--- src/include/timer2_ctl_map.svh ---
// register offsets, field positions, reset values and counts of the timer2 control slice
// assumes an 8-bit data-space address and 8-bit data bus
`ifndef TIMER2_CTL_MAP_SVH
`define TIMER2_CTL_MAP_SVH

`define T2_EVENT_FLAGS_OFS 8'h37
`define T2_SYNC_PRESC_OFS 8'h43
`define T2_ASYNC_STATUS_OFS 8'hb6
`define T2_CONTROL_A_OFS 8'hb0
`define T2_CONTROL_B_OFS 8'hb1
`define T2_COUNTER_OFS 8'hb2
`define T2_COMPARE_A_OFS 8'hb3
`define T2_COMPARE_B_OFS 8'hb4

`define T2_IO_SHIFT 8'h20
`define T2_IO_TOP 8'h3f

`define T2_FLAG_OVF 0
`define T2_FLAG_CMPA 1
`define T2_FLAG_CMPB 2

`define T2_GT_SYNC_MODE 7
`define T2_GT_ASYNC_PR 1
`define T2_GT_SHARED_PR 0

`define T2_AS_EXT_CLK 6
`define T2_AS_ASYNC_SEL 5
`define T2_BUSY_COUNTER 4
`define T2_BUSY_CMPA 3
`define T2_BUSY_CMPB 2
`define T2_BUSY_CTLA 1
`define T2_BUSY_CTLB 0

`define T2_FLAGS_RST 3'h0
`define T2_BUSY_RST 5'h00
`define T2_RDATA_RST 8'h00

// async clock edges a written value needs to pass the synchroniser
`define T2_XFER_EDGES 2'h2

`endif

--- src/include/timer2_ctl_pkg.sv ---
// types shared by the timer2 flag, async-clock and prescaler control slice
// constants live in timer2_ctl_map.svh
package timer2_ctl_pkg;

  typedef struct packed {
    logic [7:0] addr;
    logic [7:0] wdata;
    logic wr;
    logic rd;
    logic ioSpace;
  } reg_bus_req_t;

  typedef struct packed {
    logic compareB;
    logic compareA;
    logic overflow;
  } timer_events_t;

  typedef enum logic [0:0] {
    PR_IDLE = 1'b0,
    PR_WAIT_ASYNC = 1'b1
  } async_pr_state_t;

endpackage : timer2_ctl_pkg

--- src/osc_pin_sync.sv ---
// three-flop synchroniser for the oscillator input pin with rising-edge pulse
// assumes the pin is unrelated to clk; a change counts once flops two and three agree
`timescale 1ns/100ps
module osc_pin_sync (
  input wire logic clk,
  input wire logic reset_n,
  input wire logic pinIn,
  output logic risePulse
);

  logic s1_ff;
  logic s2_ff;
  logic s3_ff;
  logic level_ff;
  logic rise_ff;

  always_ff @(posedge clk or negedge reset_n) begin
    if (!reset_n) begin
      s1_ff <= 1'b0;
      s2_ff <= 1'b0;
      s3_ff <= 1'b0;
    end else begin
      s1_ff <= pinIn;
      s2_ff <= s1_ff;
      s3_ff <= s2_ff;
    end
  end

  always_ff @(posedge clk or negedge reset_n) begin
    if (!reset_n) begin
      level_ff <= 1'b0;
      rise_ff <= 1'b0;
    end else begin
      rise_ff <= 1'b0;
      if (s2_ff == s3_ff) begin
        level_ff <= s3_ff;
        rise_ff <= s3_ff & ~level_ff;
      end
    end
  end

  assign risePulse = rise_ff;

endmodule : osc_pin_sync

--- src/update_busy_tracker.sv ---
// update-busy flags for the five asynchronously updated timer registers
// assumes asyncTick pulses once per synchronised async clock edge
`timescale 1ns/100ps
`include "timer2_ctl_map.svh"
module update_busy_tracker (
  input wire logic clk,
  input wire logic reset_n,
  input wire logic asyncMode,
  input wire logic asyncTick,
  input wire logic [4:0] regWrite,
  output logic [4:0] busy,
  output logic [4:0] updateDone
);

  logic [4:0] busy_ff;
  logic [4:0] done_ff;
  logic [1:0] edgeCnt_ff [5];

  always_ff @(posedge clk or negedge reset_n) begin
    if (!reset_n) begin
      busy_ff <= `T2_BUSY_RST;
      done_ff <= 5'h00;
      for (int i = 0; i < 5; i++) begin
        edgeCnt_ff[i] <= 2'h0;
      end
    end else begin
      for (int i = 0; i < 5; i++) begin
        done_ff[i] <= 1'b0;
        if (regWrite[i] && asyncMode) begin
          // a fresh write restarts the crossing and beats a finishing one
          busy_ff[i] <= 1'b1;
          edgeCnt_ff[i] <= 2'h0;
        end else if (busy_ff[i] && asyncTick) begin
          if (edgeCnt_ff[i] == `T2_XFER_EDGES - 2'h1) begin
            busy_ff[i] <= 1'b0;
            done_ff[i] <= 1'b1;
            edgeCnt_ff[i] <= 2'h0;
          end else begin
            edgeCnt_ff[i] <= edgeCnt_ff[i] + 2'h1;
          end
        end
      end
    end
  end

  assign busy = busy_ff;
  assign updateDone = done_ff;

endmodule : update_busy_tracker

--- src/timer2_flags_async_prescaler_ctl.sv ---
// timer2 event flags, async clock status and prescaler reset control
// assumes counter logic supplies clk-domain event pulses and the cpu bus is clk-synchronous
`timescale 1ns/100ps
`include "timer2_ctl_map.svh"
module timer2_flags_async_prescaler_ctl (
  input wire logic clk,
  input wire logic reset_n,
  input timer2_ctl_pkg::reg_bus_req_t busReq,
  output logic [7:0] readData,
  input timer2_ctl_pkg::timer_events_t events,
  input wire logic pwmMode,
  input wire logic bottomReversal,
  input wire logic [2:0] vectorTaken,
  input wire logic globalIrqEnable,
  input wire logic [2:0] irqEnable,
  output logic [2:0] irqRequest,
  input wire logic oscPin,
  output logic crystalEnable,
  output logic extClockBufEnable,
  output logic asyncClockSelect,
  output logic timerTick,
  output logic [4:0] updateBusy,
  output logic [4:0] updateDone,
  output logic asyncPrescalerReset,
  output logic sharedPrescalerReset
);

  // io-space accesses map back onto data-space offsets
  function automatic logic [7:0] dataAddr(input timer2_ctl_pkg::reg_bus_req_t req);
    if (req.ioSpace) begin
      if (req.addr <= `T2_IO_TOP) begin
        dataAddr = req.addr + `T2_IO_SHIFT;
      end else begin
        dataAddr = 8'hff;
      end
    end else begin
      dataAddr = req.addr;
    end
  endfunction : dataAddr

  logic [7:0] effAddr;
  logic wrFlags;
  logic wrSync;
  logic wrStatus;
  logic [4:0] asyncRegWrite;
  logic overflowEvent;
  logic [2:0] flagSet;
  logic [2:0] flagClr;
  logic oscRise;
  logic asyncTick;
  logic [4:0] busyVec;
  logic [4:0] doneVec;

  logic [2:0] flags_ff;
  logic [2:0] nxt_flags;
  logic [2:0] irq_ff;
  logic [7:0] rdata_ff;
  logic extClk_ff;
  logic asyncSel_ff;
  logic crystal_ff;
  logic extBuf_ff;
  logic tick_ff;
  logic syncMode_ff;
  logic asyncPr_ff;
  logic sharedPr_ff;
  timer2_ctl_pkg::async_pr_state_t prState_ff;

  assign effAddr = dataAddr(busReq);
  assign wrFlags = busReq.wr && (effAddr == `T2_EVENT_FLAGS_OFS);
  assign wrSync = busReq.wr && (effAddr == `T2_SYNC_PRESC_OFS);
  assign wrStatus = busReq.wr && (effAddr == `T2_ASYNC_STATUS_OFS);

  always_comb begin
    asyncRegWrite = 5'h00;
    asyncRegWrite[`T2_BUSY_COUNTER] = busReq.wr && (effAddr == `T2_COUNTER_OFS);
    asyncRegWrite[`T2_BUSY_CMPA] = busReq.wr && (effAddr == `T2_COMPARE_A_OFS);
    asyncRegWrite[`T2_BUSY_CMPB] = busReq.wr && (effAddr == `T2_COMPARE_B_OFS);
    asyncRegWrite[`T2_BUSY_CTLA] = busReq.wr && (effAddr == `T2_CONTROL_A_OFS);
    asyncRegWrite[`T2_BUSY_CTLB] = busReq.wr && (effAddr == `T2_CONTROL_B_OFS);
  end

  // event flags
  // in pwm the counter never wraps, so the bottom turn stands in for it
  assign overflowEvent = pwmMode ? bottomReversal : events.overflow;

  always_comb begin
    flagSet = 3'h0;
    flagSet[`T2_FLAG_CMPB] = events.compareB;
    flagSet[`T2_FLAG_CMPA] = events.compareA;
    flagSet[`T2_FLAG_OVF] = overflowEvent;
    flagClr = vectorTaken;
    if (wrFlags) begin
      flagClr = flagClr | busReq.wdata[2:0];
    end
    // a set landing with a clear is kept
    nxt_flags = (flags_ff & ~flagClr) | flagSet;
  end

  always_ff @(posedge clk or negedge reset_n) begin
    if (!reset_n) begin
      flags_ff <= `T2_FLAGS_RST;
    end else begin
      flags_ff <= nxt_flags;
    end
  end

  always_ff @(posedge clk or negedge reset_n) begin
    if (!reset_n) begin
      irq_ff <= 3'h0;
    end else begin
      irq_ff <= {3{globalIrqEnable}} & irqEnable & nxt_flags;
    end
  end

  // async clock status
  always_ff @(posedge clk or negedge reset_n) begin
    if (!reset_n) begin
      extClk_ff <= 1'b0;
      asyncSel_ff <= 1'b0;
    end else if (wrStatus) begin
      extClk_ff <= busReq.wdata[`T2_AS_EXT_CLK];
      asyncSel_ff <= busReq.wdata[`T2_AS_ASYNC_SEL];
    end
  end

  always_ff @(posedge clk or negedge reset_n) begin
    if (!reset_n) begin
      crystal_ff <= 1'b1;
      extBuf_ff <= 1'b0;
    end else begin
      // crystal and external buffer are never on together
      crystal_ff <= ~extClk_ff;
      extBuf_ff <= extClk_ff & asyncSel_ff;
    end
  end

  osc_pin_sync u_osc_sync (
    .clk(clk),
    .reset_n(reset_n),
    .pinIn(oscPin),
    .risePulse(oscRise)
  );

  // pin edges count only with async select on; otherwise every io clock ticks
  assign asyncTick = asyncSel_ff & oscRise;

  always_ff @(posedge clk or negedge reset_n) begin
    if (!reset_n) begin
      tick_ff <= 1'b0;
    end else begin
      tick_ff <= asyncSel_ff ? oscRise : 1'b1;
    end
  end

  update_busy_tracker u_busy (
    .clk(clk),
    .reset_n(reset_n),
    .asyncMode(asyncSel_ff),
    .asyncTick(asyncTick),
    .regWrite(asyncRegWrite),
    .busy(busyVec),
    .updateDone(doneVec)
  );

  // prescaler reset control
  always_ff @(posedge clk or negedge reset_n) begin
    if (!reset_n) begin
      syncMode_ff <= 1'b0;
    end else if (wrSync) begin
      syncMode_ff <= busReq.wdata[`T2_GT_SYNC_MODE];
    end
  end

  always_ff @(posedge clk or negedge reset_n) begin
    if (!reset_n) begin
      sharedPr_ff <= 1'b0;
    end else if (wrSync) begin
      if (busReq.wdata[`T2_GT_SYNC_MODE]) begin
        sharedPr_ff <= busReq.wdata[`T2_GT_SHARED_PR];
      end else begin
        // one-cycle pulse; a write that also drops sync mode clears it without a pulse
        sharedPr_ff <= busReq.wdata[`T2_GT_SHARED_PR] & ~syncMode_ff;
      end
    end else if (!syncMode_ff) begin
      sharedPr_ff <= 1'b0;
    end
  end

  always_ff @(posedge clk or negedge reset_n) begin
    if (!reset_n) begin
      asyncPr_ff <= 1'b0;
      prState_ff <= timer2_ctl_pkg::PR_IDLE;
    end else if (wrSync) begin
      if (busReq.wdata[`T2_GT_SYNC_MODE]) begin
        asyncPr_ff <= busReq.wdata[`T2_GT_ASYNC_PR];
        prState_ff <= timer2_ctl_pkg::PR_IDLE;
      end else if (syncMode_ff) begin
        asyncPr_ff <= 1'b0;
        prState_ff <= timer2_ctl_pkg::PR_IDLE;
      end else begin
        asyncPr_ff <= busReq.wdata[`T2_GT_ASYNC_PR];
        prState_ff <= (busReq.wdata[`T2_GT_ASYNC_PR] && asyncSel_ff) ?
                      timer2_ctl_pkg::PR_WAIT_ASYNC : timer2_ctl_pkg::PR_IDLE;
      end
    end else if (!syncMode_ff) begin
      unique case (prState_ff)
        timer2_ctl_pkg::PR_IDLE: begin
          asyncPr_ff <= 1'b0;
        end
        timer2_ctl_pkg::PR_WAIT_ASYNC: begin
          // held until an async edge has reset the prescaler or async select goes off
          if (asyncTick || !asyncSel_ff) begin
            asyncPr_ff <= 1'b0;
            prState_ff <= timer2_ctl_pkg::PR_IDLE;
          end
        end
      endcase
    end
  end

  // register read-back, one cycle after the read strobe
  always_ff @(posedge clk or negedge reset_n) begin
    if (!reset_n) begin
      rdata_ff <= `T2_RDATA_RST;
    end else if (busReq.rd) begin
      unique case (effAddr)
        `T2_EVENT_FLAGS_OFS: begin
          rdata_ff <= {5'h00, flags_ff};
        end
        `T2_SYNC_PRESC_OFS: begin
          rdata_ff <= {syncMode_ff, 5'h00, asyncPr_ff, sharedPr_ff};
        end
        `T2_ASYNC_STATUS_OFS: begin
          rdata_ff <= {1'b0, extClk_ff, asyncSel_ff, busyVec};
        end
        default: begin
          rdata_ff <= 8'h00;
        end
      endcase
    end
  end

  assign readData = rdata_ff;
  assign irqRequest = irq_ff;
  assign crystalEnable = crystal_ff;
  assign extClockBufEnable = extBuf_ff;
  assign asyncClockSelect = asyncSel_ff;
  assign timerTick = tick_ff;
  assign updateBusy = busyVec;
  assign updateDone = doneVec;
  assign asyncPrescalerReset = asyncPr_ff;
  assign sharedPrescalerReset = sharedPr_ff;

endmodule : timer2_flags_async_prescaler_ctl

--- config.mk ---
export PLATFORM = sky130hd
export DESIGN_NAME = timer2_flags_async_prescaler_ctl
export DESIGN_NICKNAME = d
export VERILOG_FILES = /design/src/include/timer2_ctl_pkg.sv /design/src/osc_pin_sync.sv /design/src/update_busy_tracker.sv /design/src/timer2_flags_async_prescaler_ctl.sv
export VERILOG_INCLUDE_DIRS = /design/src /design/src/include
export SDC_FILE = /design/constraint.sdc
export NUM_CORES = 1
export LEC_CHECK = 0
export ABC_CLOCK_PERIOD_IN_PS = 3300
export BUFFER_PORTS_ARGS = -buffer_cell sky130_fd_sc_hd__buf_2
export CAP_MARGIN = 0
export CORE_UTILIZATION = 56
export DETAILED_ROUTE_END_ITERATION = 16
export PLACE_DENSITY = 0.93
export SLEW_MARGIN = 20
export SYNTH_ARGS = -nofsm -noshare
export SYNTH_HDL_FRONTEND = slang
export SYNTH_HIERARCHICAL = 1
export SYNTH_SLANG_ARGS = --single-unit
--- constraint.sdc ---
create_clock -name clk -period 3.3 [get_ports clk]
set_input_delay 0.66 -clock clk [delete_from_list [all_inputs] [get_ports clk]]
set_output_delay 0.66 -clock clk [all_outputs]
set_load 0.1 [all_outputs]
==> results of run 1 <==
## cells by family after synthesis
group / Yosys count
AOI/OAI and AO/OA: 40
and+or+nand+nor: 90
adders and majority gates: 2
buffers and inverters: 13
DFF: 48
muxes: 7
## metal layers
metal / part of all wire (%) / up-vias
met1: 43 / 889
met2: 49 / 70
met4: 2.0 / 0
met3: 6.0 / 10
met5: 0 / -
li1: - / 854
## power by group
part	switching (uW)	total, uW	internal (uW)
clock	198	422	224
combinational	111	152	41.3
sequential	11.6	615	603
total	320	1190	869
## stage by stage
step,total power [uW],util [%]
after floorplan,721.5,-
after global placement,773.6,69.04
after detailed placement,777.8,69.04
after CTS,1197,72.00
after global routing,1235,72.06
final,1189,72.06
## state kept, by name, indices dropped and copies added, names as in the netlist
| signal | cells |
|---|---|
| u_osc_sync/level_ff | 1 |
| u_busy/busy | 5 |
| u_busy/edgeCnt_ff | 10 |
| u_osc_sync/s2_ff | 1 |
| flags_ff | 3 |
| prState_ff | 1 |
| extClk_ff | 1 |
| asyncPrescalerReset | 1 |
| timerTick | 1 |
| u_osc_sync/risePulse | 1 |
| crystalEnable | 1 |
| syncMode_ff | 1 |
| u_osc_sync/s3_ff | 1 |
| u_osc_sync/s1_ff | 1 |
| extClockBufEnable | 1 |
| readData | 8 |
| u_busy/updateDone | 5 |
| irqRequest | 3 |
| asyncClockSelect | 1 |
| sharedPrescalerReset | 1 |
## critical path, stage by stage
cell	delay, ns
buf_2	0.14
ha_1	0.30
nand4bb_1	0.27
nand2_1	0.15
nand4_1	0.17
nor4b_1	0.38
and2_1	0.27
and3b_1	0.20
## final cells by class
cell class | count | area share [%]
inverters | 9 | 1.243
repair buffers | 59 | 11.05
clock inverters | 3 | 1.565
well taps | 48 | 2.210
clock buffers | 5 | 2.532
multi-input cells | 139 | 37.15
flip-flops and latches | 48 | 44.24
## layout by cell type, fill, tap and decap left out, types with 2 or more instances in the layout
cell type / instances
buf_2: 57
and3_1: 2
inv_1: 9
dfrtp_1: 47
nor3_1: 2
o2bb2ai_1: 4
nand3_2: 5
nor2_1: 11
nor3_2: 5
o21ai_0: 5
a21o_1: 5
mux2i_1: 4
mux2_4: 2
nand4_1: 5
a21bo_2: 4
a31oi_1: 6
clkbuf_8: 5
a21oi_1: 8
nand2b_1: 4
nand3b_1: 11
nand3_1: 9
and2_1: 7
nand2_1: 13
and3b_1: 5
buf_4: 2
## worst paths after layout
path,slack [ns],end
max,0.96,u_busy/edgeCnt_ff[1]
min,0.34,extClk_ff
max reg2reg,1.51,u_busy/edgeCnt_ff[7]
min reg2reg,0.35,u_osc_sync/s2_ff
max in group asynchronous,2.54,timerTick
min in group clk,0.35,u_osc_sync/s2_ff
==> impl_metrics.env, run 1 <==
export IMPL_dpl_hpwl_mm=3.426
export IMPL_yosys_area_top_type="dfrtp_1"
export IMPL_clock_sinks=48
export IMPL_drive_gt1_share_pct=35.36
export IMPL_via_count=1823
export IMPL_synth_edff_count=0
export IMPL_dp_slack_ns=0.6851
export IMPL_worst_ep_required_time_ns=3.51
export IMPL_synth_simple_area_share_pct=26.13
export IMPL_insertion_delay_ns=0.31
export IMPL_setup_slack_ns=0.9614
export IMPL_crit_type="primary input to flop"
export IMPL_nNetsFinal=297
export IMPL_gr_usage_met3_pct=6.552
export IMPL_ant_nets=0
export IMPL_gp_congestion=0.8345
export IMPL_die_h_um=65.81
export IMPL_busiest_layer="met2"
export IMPL_dr_pass1_iters=4
export IMPL_multiInputGateArea_um2=1010
export IMPL_outcome="finished clean"
export IMPL_ys_ff_latch=48
export IMPL_syn_area_um2=2280
export IMPL_r2r_start="asyncClockSelect"
export IMPL_worst_slew_pin_slew_ns=0.7784
export IMPL_antenna_found_initial=0
export IMPL_grt_pass1_vias=1724
export IMPL_syn_inst=200
export IMPL_clkTransAtPathRegs_ns=0.09
export IMPL_worst_clock_skew_ns=0.01056
export IMPL_num_rows=22
export IMPL_drt_wl_total_mm=4.672
export IMPL_seq_area_um2=1202
export IMPL_ys_types=48
export IMPL_synth_compound_area_share_pct=13.56
export IMPL_rr_worst_depth=3
export IMPL_finalHoldViolCount=0
export IMPL_cts_tree="done"
export IMPL_start_util_pct=60.45
export IMPL_timing_hold_ws_ns=0.3401
export IMPL_synthAdderAreaFrac_pct=1.043
export IMPL_synthesis_nets=235
export IMPL_p_leak_uw=0.001344
export IMPL_drt_iter0_markers=141
export IMPL_post_cts_resized=0
export IMPL_cp_end_kind="flop"
export IMPL_yosysMostFrequentCell="dfrtp_1"
export IMPL_synth_xor_area_share_pct=0
export IMPL_avgSynthCellArea_um2=11.40
export IMPL_design_area_um2=2718
export IMPL_antenna_cells=0
export IMPL_grt_ovfl_total=0
export IMPL_drv_slew=0
export IMPL_grt_use_total_pct=25.02
export IMPL_synthFlopType="dfrtp_1"
export IMPL_setup_tns_ns=0
export IMPL_peakVddDrop_v=0.0002458
export IMPL_ctsHoldBuffers=0
export IMPL_die_x_um=65.81
export IMPL_routed_via_density=5.862
export IMPL_finalNonFillerCells=311
export IMPL_min_period_ns=2.339
export IMPL_grt_setup_unrepaired="false"
export IMPL_core_um2=3771
export IMPL_boundaryPins=61
export IMPL_fmax_mhz=427.6
export IMPL_crit_fanout=7
export IMPL_cts_root_buffer="clkbuf_8"
export IMPL_setup_viol=0
export IMPL_cap_violations=0
export IMPL_ys_seq_area_share_pct=52.74
export IMPL_port_buffers=58
export IMPL_synth_mux_area_fraction_pct=3.568
export IMPL_arrival_ns=2.55
export IMPL_post_cts_buffers=0
export IMPL_dpl_cell_area_um2=2604
export IMPL_synth_top_family_by_area="simple AND/OR/NAND/NOR gates"
export IMPL_synth_area_top_cells="dfrtp_1 (52%), nand3b_1 (3.6%), nand3_2 (2.2%), nor3_2 (2.2%), nand2_1 (2.1%)"
export IMPL_grtUsageMet2_pct=39.29
export IMPL_clockBufferDepth=2
export IMPL_yosys_top_cells_count="dfrtp_1 (47), nand2_1 (13), nand3b_1 (11), nor2_1 (11)"
export IMPL_met1_usage_pct=32.79
export IMPL_fillers=271
export IMPL_fin_crit_sh_pct=70.87
export IMPL_hold_class="primary input to asynchronous set/reset pin"
export IMPL_yosysWarnings=6
export IMPL_startpoint="busReq[17]"
export IMPL_synthArstFlopShare_pct=100.0
export IMPL_drc=0
export IMPL_die_area_um2=4330
export IMPL_power_density_nw_per_um2=437.6
export IMPL_cts_inserted_buffers=5
export IMPL_yosysTopAreaCellShare_pct=51.59
export IMPL_place_inst=303
export IMPL_grt_start_max_net_pins=49
export IMPL_grt_pass1_wl_mm=8.038
export IMPL_syn2layout_area_growth_pct=19.21
export IMPL_cp_start_kind="primary input"
export IMPL_htreeDepth=2
export IMPL_relSlewSlack_pct=47.56
export IMPL_post_drt_wl_per_cell_um=15.02
No activity file was read; power rests on OpenSTA's default activity.
==> run 2, diff against run 1 <==
--- a/config.mk
+++ b/config.mk
@@ -6,12 +6,12 @@
 export SDC_FILE = /design/constraint.sdc
 export NUM_CORES = 1
 export LEC_CHECK = 0
-export ABC_CLOCK_PERIOD_IN_PS = 3300
+export ABC_CLOCK_PERIOD_IN_PS = 1890
 export BUFFER_PORTS_ARGS = -buffer_cell sky130_fd_sc_hd__buf_2
 export CAP_MARGIN = 0
-export CORE_UTILIZATION = 56
+export CORE_UTILIZATION = 47
 export DETAILED_ROUTE_END_ITERATION = 16
-export PLACE_DENSITY = 0.93
+export PLACE_DENSITY = 0.84
 export SLEW_MARGIN = 20
 export SYNTH_ARGS = -nofsm -noshare
 export SYNTH_HDL_FRONTEND = slang
==> constraint.sdc (replaced) <==
create_clock -name clk -period 1.89 [get_ports clk]
set_input_delay 0.378 -clock clk [delete_from_list [all_inputs] [get_ports clk]]
set_output_delay 0.378 -clock clk [all_outputs]
set_load 0.1 [all_outputs]
==> run 2 against run 1 <==
Die area increased by 19%. Sequential power increased by 74%. Final area increased by 8.1%. Via count increased by 0.38%. Largest cell class unchanged. Highest routed layer unchanged.
==> impl_metrics.env, run 2 (synthesis gave the netlist of run 1 again) <==
export IMPL_worstReg2RegEnd="u_busy/edgeCnt_ff[1]"
export IMPL_crit_type="primary input to flop"
export IMPL_die_x_um=71.65
export IMPL_swShare_pct=25.49
export IMPL_pwr_share_clk_pct=36.9
export IMPL_outcome="finished clean"
export IMPL_peakVddDrop_v=0.0005056
export IMPL_drv_slew=0
export IMPL_combPwrFrac_pct=13.7
export IMPL_cap_violations=0
export IMPL_ant_nets=0
export IMPL_post_cts_buffers=0
export IMPL_cp_start_kind="primary input"
export IMPL_core_um2=4504
export IMPL_grt_setup_unrepaired="false"
export IMPL_grt_ovfl_total=0
export IMPL_arrival_ns=1.95
export IMPL_grt_start_max_net_pins=31
export IMPL_largest_register_ff_count=10
export IMPL_fmax_mhz=569.3
export IMPL_htreeDepth=2
export IMPL_insertion_delay_ns=0.30
export IMPL_setup_slack_ns=0.1334
export IMPL_fin_crit_sh_pct=92.94
export IMPL_via_count=1830
export IMPL_post_drt_wl_per_cell_um=14.49
export IMPL_largest_register="u_busy/edgeCnt_ff"
export IMPL_ctsHoldBuffers=0
export IMPL_power_density_nw_per_um2=738.7
export IMPL_antenna_found_initial=0
export IMPL_intPower_uw=1616
export IMPL_antenna_cells=0
export IMPL_r2r_slack_ns=0.53
export IMPL_cts_inserted_buffers=5
export IMPL_grt_pass1_vias=1798
export IMPL_worst_slew_pin_slew_ns=0.4891
export IMPL_min_period_ns=1.757
export IMPL_r2r_start="asyncClockSelect"
export IMPL_drc=0
export IMPL_dpl_hpwl_mm=3.541
export IMPL_drt_wl_total_mm=4.899
export IMPL_grt_use_total_pct=21.41
export IMPL_port_buffers=58
export IMPL_grt_pass1_wl_mm=8.355
export IMPL_drive_gt1_share_pct=40.91
export IMPL_cts_tree="done"
export IMPL_p_leak_uw=0.001476
export IMPL_cp_end_kind="flop"
export IMPL_worst_clock_skew_ns=0.008409
export IMPL_power_switching_uw=553.0
export IMPL_gp_congestion=0.8813
export IMPL_final_common_cell="buf_2"
export IMPL_relSlewSlack_pct=67.62
export IMPL_boundaryPins=61
export IMPL_rr_worst_depth=4
export IMPL_setup_tns_ns=0
export IMPL_die_area_um2=5133
export IMPL_crit_fanout=3
export IMPL_most_common_layout_cells="buf_2 (58), dfrtp_1 (47), buf_4 (23), nand2_1 (13)"
export IMPL_p_seq_share_pct=49.4
export IMPL_dp_slack_ns=-0.1331
export IMPL_nNetsFinal=320
export IMPL_clockBufferDepth=2
export IMPL_dr_pass1_iters=5
export IMPL_setup_viol=0
export IMPL_worst_ep_required_time_ns=2.08
export IMPL_clkTransAtPathRegs_ns=0.09
export IMPL_post_cts_resized=0
export IMPL_finish_utilization_pct=65.19
export IMPL_clock_sinks=48
export IMPL_cts_root_buffer="clkbuf_8"
export IMPL_routed_via_density=5.414
export IMPL_syn2layout_area_growth_pct=28.81
export IMPL_hold_class="primary input to asynchronous set/reset pin"
export IMPL_die_h_um=71.65
export IMPL_drt_iter0_markers=107
export IMPL_start_util_pct=50.61
export IMPL_dpl_cell_area_um2=2810
export IMPL_num_rows=24
export IMPL_design_area_um2=2937
export IMPL_finalHoldViolCount=0
run 2: cell types whose count changed in the layout (fill, tap and decap cells not counted), sizes merged:
cell | previous run | this run
clkinv | 1 | 0
clkbuf | 5 | 7
clkinvlp | 1 | 0
buf | 59 | 82
run 2: cell type report:
type	instances	area [um2]
sequential	48	1202
inverter	9	33.78
clock buffer	7	96.34
clock inverter	1	30.03
multi-input combinational	139	1026
timing repair buffer	82	483.0
fill	364	1568
tap	52	65.06
run 2: metrics by stage:
stage / total power, uW / hold slack [ns] / cells
after global placement: 1382 / 0.3331 / 330
after global routing: 2250 / 0.02144 / 338
after detailed placement: 1389 / 0.3403 / 330
after CTS: 2182 / 0.01490 / 338
final: 2169 / 0.003495 / 338
after floorplan: 1263 / 0.08241 / 200
run 2: worst max-delay path by stage:
stage	from	to	slack (ns)	depth (start not counted)
4_1_cts	busReq[16]	u_busy/edgeCnt_ff[1]	0.15	8
5_1_grt	busReq[16]	u_busy/edgeCnt_ff[0]	0.03	9
3_3_place_gp	busReq[16]	u_busy/edgeCnt_ff[1]	-0.08	8
6_report	busReq[16]	u_busy/edgeCnt_ff[1]	0.13	8
3_5_place_dp	busReq[16]	u_busy/edgeCnt_ff[7]	-0.13	9
2_1_floorplan	busReq[16]	u_busy/edgeCnt_ff[1]	0.0007	7
run 2: critical path, stage by stage:
cell and delay, ns:
buf_2 0.12, ha_1 0.32, nand4bb_4 0.20, nand2_1 0.09, nand4_1 0.16, nor4b_1 0.30
and2_1 0.19, and3b_1 0.19
run 2: power groups by stage:
| stage | Combinational, uW | Clock, uW | Sequential [uW] |
|---|---|---|---|
| floorplan | 82.8 | 0 | 1180 |
| global placement | 292 | 0 | 1090 |
| detailed placement | 298 | 0 | 1090 |
| CTS | 300 | 811 | 1070 |
| global route | 322 | 854 | 1070 |
| finish | 298 | 801 | 1070 |
run 2: per-layer routing:
metal	vias up	track usage, %	share of wire (%)	wire, um
met4	0	7.625	1.5	72
met1	862	27.39	45	2207
met5	-	0	0	0
met3	8	4.079	5.0	244
met2	64	36.37	48	2374
li1	896	-	-	-
==> run 3, diff against run 2 <==
--- a/config.mk
+++ b/config.mk
@@ -9,9 +9,9 @@
 export ABC_CLOCK_PERIOD_IN_PS = 1890
 export BUFFER_PORTS_ARGS = -buffer_cell sky130_fd_sc_hd__buf_2
 export CAP_MARGIN = 0
-export CORE_UTILIZATION = 47
+export CORE_UTILIZATION = 40
 export DETAILED_ROUTE_END_ITERATION = 16
-export PLACE_DENSITY = 0.84
+export PLACE_DENSITY = 0.75
 export SLEW_MARGIN = 20
 export SYNTH_ARGS = -nofsm -noshare
 export SYNTH_HDL_FRONTEND = slang
==> run 3 against run 2 <==
Core utilization fell by 12 points. Setup slack worse by 0.023 ns. Sequential share of layout area fell by 0.087 points. Register-to-register slack better by 0.10 ns. Clock-buffer cell count is the same. First-iteration DRC count is 10% lower. Total power down 7.5%. Non-clock buffer count unchanged. Sequential power is essentially flat. Largest power group unchanged.
==> impl_metrics.env, run 3 (synthesis gave the netlist of run 1 again) <==
export IMPL_outcome="finished clean"
export IMPL_worst_clock_skew_ns=0.01465
export IMPL_grt_start_max_net_pins=49
export IMPL_seq_area_um2=1202
export IMPL_drt_iter0_markers=96
export IMPL_num_rows=27
export IMPL_grt_pass1_wl_mm=8.155
export IMPL_die_h_um=77.50
export IMPL_syn2layout_area_growth_pct=29.09
export IMPL_cts_root_buffer="clkbuf_8"
export IMPL_post_cts_buffers=0
export IMPL_insertion_delay_ns=0.30
export IMPL_p_leak_uw=0.001464
export IMPL_cap_violations=0
export IMPL_fin_crit_sh_pct=94.14
export IMPL_cts_inserted_buffers=5
export IMPL_ant_nets=0
export IMPL_routed_via_density=5.318
export IMPL_die_area_um2=6005
export IMPL_peakVddDrop_v=0.0004434
export IMPL_cp_start_kind="primary input"
export IMPL_drive_gt1_share_pct=40.56
export IMPL_dpl_hpwl_mm=3.740
export IMPL_relSlewSlack_pct=66.81
export IMPL_antenna_found_initial=0
export IMPL_drv_slew=0
export IMPL_min_period_ns=1.779
export IMPL_largest_register_ff_count=10
export IMPL_worst_slew_pin_slew_ns=0.5012
export IMPL_drc=0
export IMPL_cp_end_kind="flop"
export IMPL_htreeDepth=2
export IMPL_setup_viol=0
export IMPL_hold_class="primary input to asynchronous set/reset pin"
export IMPL_die_x_um=77.50
export IMPL_fmax_mhz=562.0
export IMPL_crit_type="primary input to flop"
export IMPL_arrival_ns=1.97
export IMPL_largest_register="u_busy/edgeCnt_ff"
export IMPL_core_um2=5507
export IMPL_boundaryPins=61
export IMPL_post_cts_resized=0
export IMPL_worst_ep_required_time_ns=2.08
export IMPL_finish_utilization_pct=53.44
export IMPL_grt_use_total_pct=17.21
export IMPL_final_common_cell="buf_2"
export IMPL_start_util_pct=41.40
export IMPL_design_area_um2=2943
export IMPL_antenna_cells=0
export IMPL_finalHoldViolCount=0
export IMPL_via_count=1904
export IMPL_nNetsFinal=320
export IMPL_drt_wl_total_mm=4.901
export IMPL_clockBufferDepth=2
export IMPL_grt_pass1_vias=1831
export IMPL_clock_sinks=48
export IMPL_most_common_layout_cells="buf_2 (58), dfrtp_1 (47), buf_4 (22), nand2_1 (13)"
export IMPL_ctsHoldBuffers=0
export IMPL_power_density_nw_per_um2=681.6
export IMPL_dpl_cell_area_um2=2848
export IMPL_multiInputGateArea_um2=1026
export IMPL_post_drt_wl_per_cell_um=13.69
export IMPL_gp_congestion=0.7958
export IMPL_dr_pass1_iters=4
export IMPL_cts_tree="done"
export IMPL_crit_fanout=3
export IMPL_fillers=481
export IMPL_port_buffers=58
export IMPL_clkTransAtPathRegs_ns=0.09
export IMPL_grt_setup_unrepaired="false"
export IMPL_grt_ovfl_total=0
-- run 3: worst paths after layout --
check,startpoint,endpoint,slack [ns],cells past startpoint
setup / recovery,busReq[16],u_busy/edgeCnt_ff[1],0.11,8
hold / removal,reset_n,u_busy/busy[2],0.05,2
setup reg to reg,asyncClockSelect,u_busy/edgeCnt_ff[1],0.63,4
hold reg to reg,u_osc_sync/s1_ff,u_osc_sync/s2_ff,0.36,0
max in group asynchronous,reset_n,crystalEnable,1.58,2
min in group clk,oscPin,u_osc_sync/s1_ff,0.18,1
-- run 3: layout make-up --
type / instances / area share [%]
Sequential cell: 48 / 40.86
Multi-Input combinational cell: 139 / 34.86
Timing Repair Buffer: 82 / 16.84
Tap cell: 72 / 3.061
Clock buffer: 7 / 2.934
Inverter: 9 / 1.148
Clock inverter: 1 / 0.2976
-- run 3: worst max-delay path, stage by stage --
cell	delay [ns]
buf_2	0.11
ha_1	0.32
nand4bb_4	0.21
nand2_1	0.09
nand4_1	0.14
nor4b_1	0.35
and2_1	0.19
and3b_1	0.18
-- run 3: metrics by stage --
stage                     setup TNS, ns  cells  power (uW)  hold WS [ns]  setup WS [ns]
after floorplan                       0    200        1263       0.08241      0.0006556
after global placement           -1.096    350        1388        0.3329        -0.1615
after detailed placement         -1.747    350        1395        0.3416        -0.1859
after CTS                             0    358        2031       0.05560         0.1232
after global routing                  0    358        2094       0.05738        0.02237
final                                 0    358        2006       0.04873         0.1108
-- run 3: power breakdown --
part / internal [uW] / leakage, uW / switching [uW] / total [uW]
clock network: 300 / 0.0000484 / 333 / 633
logic: 98.6 / 0.000806 / 204 / 302
registers: 1050 / 0.000610 / 17.1 / 1070
-- run 3: per-layer routing --
layer	track usage [%]	part of all wire (%)	routed length [um]	up-vias
li1	-	-	-	901
met1	21.67	46	2231	929
met2	29.47	48	2365	66
met3	3.765	5.2	256	8
met4	5.094	0.98	48	0
met5	0	0	0	-
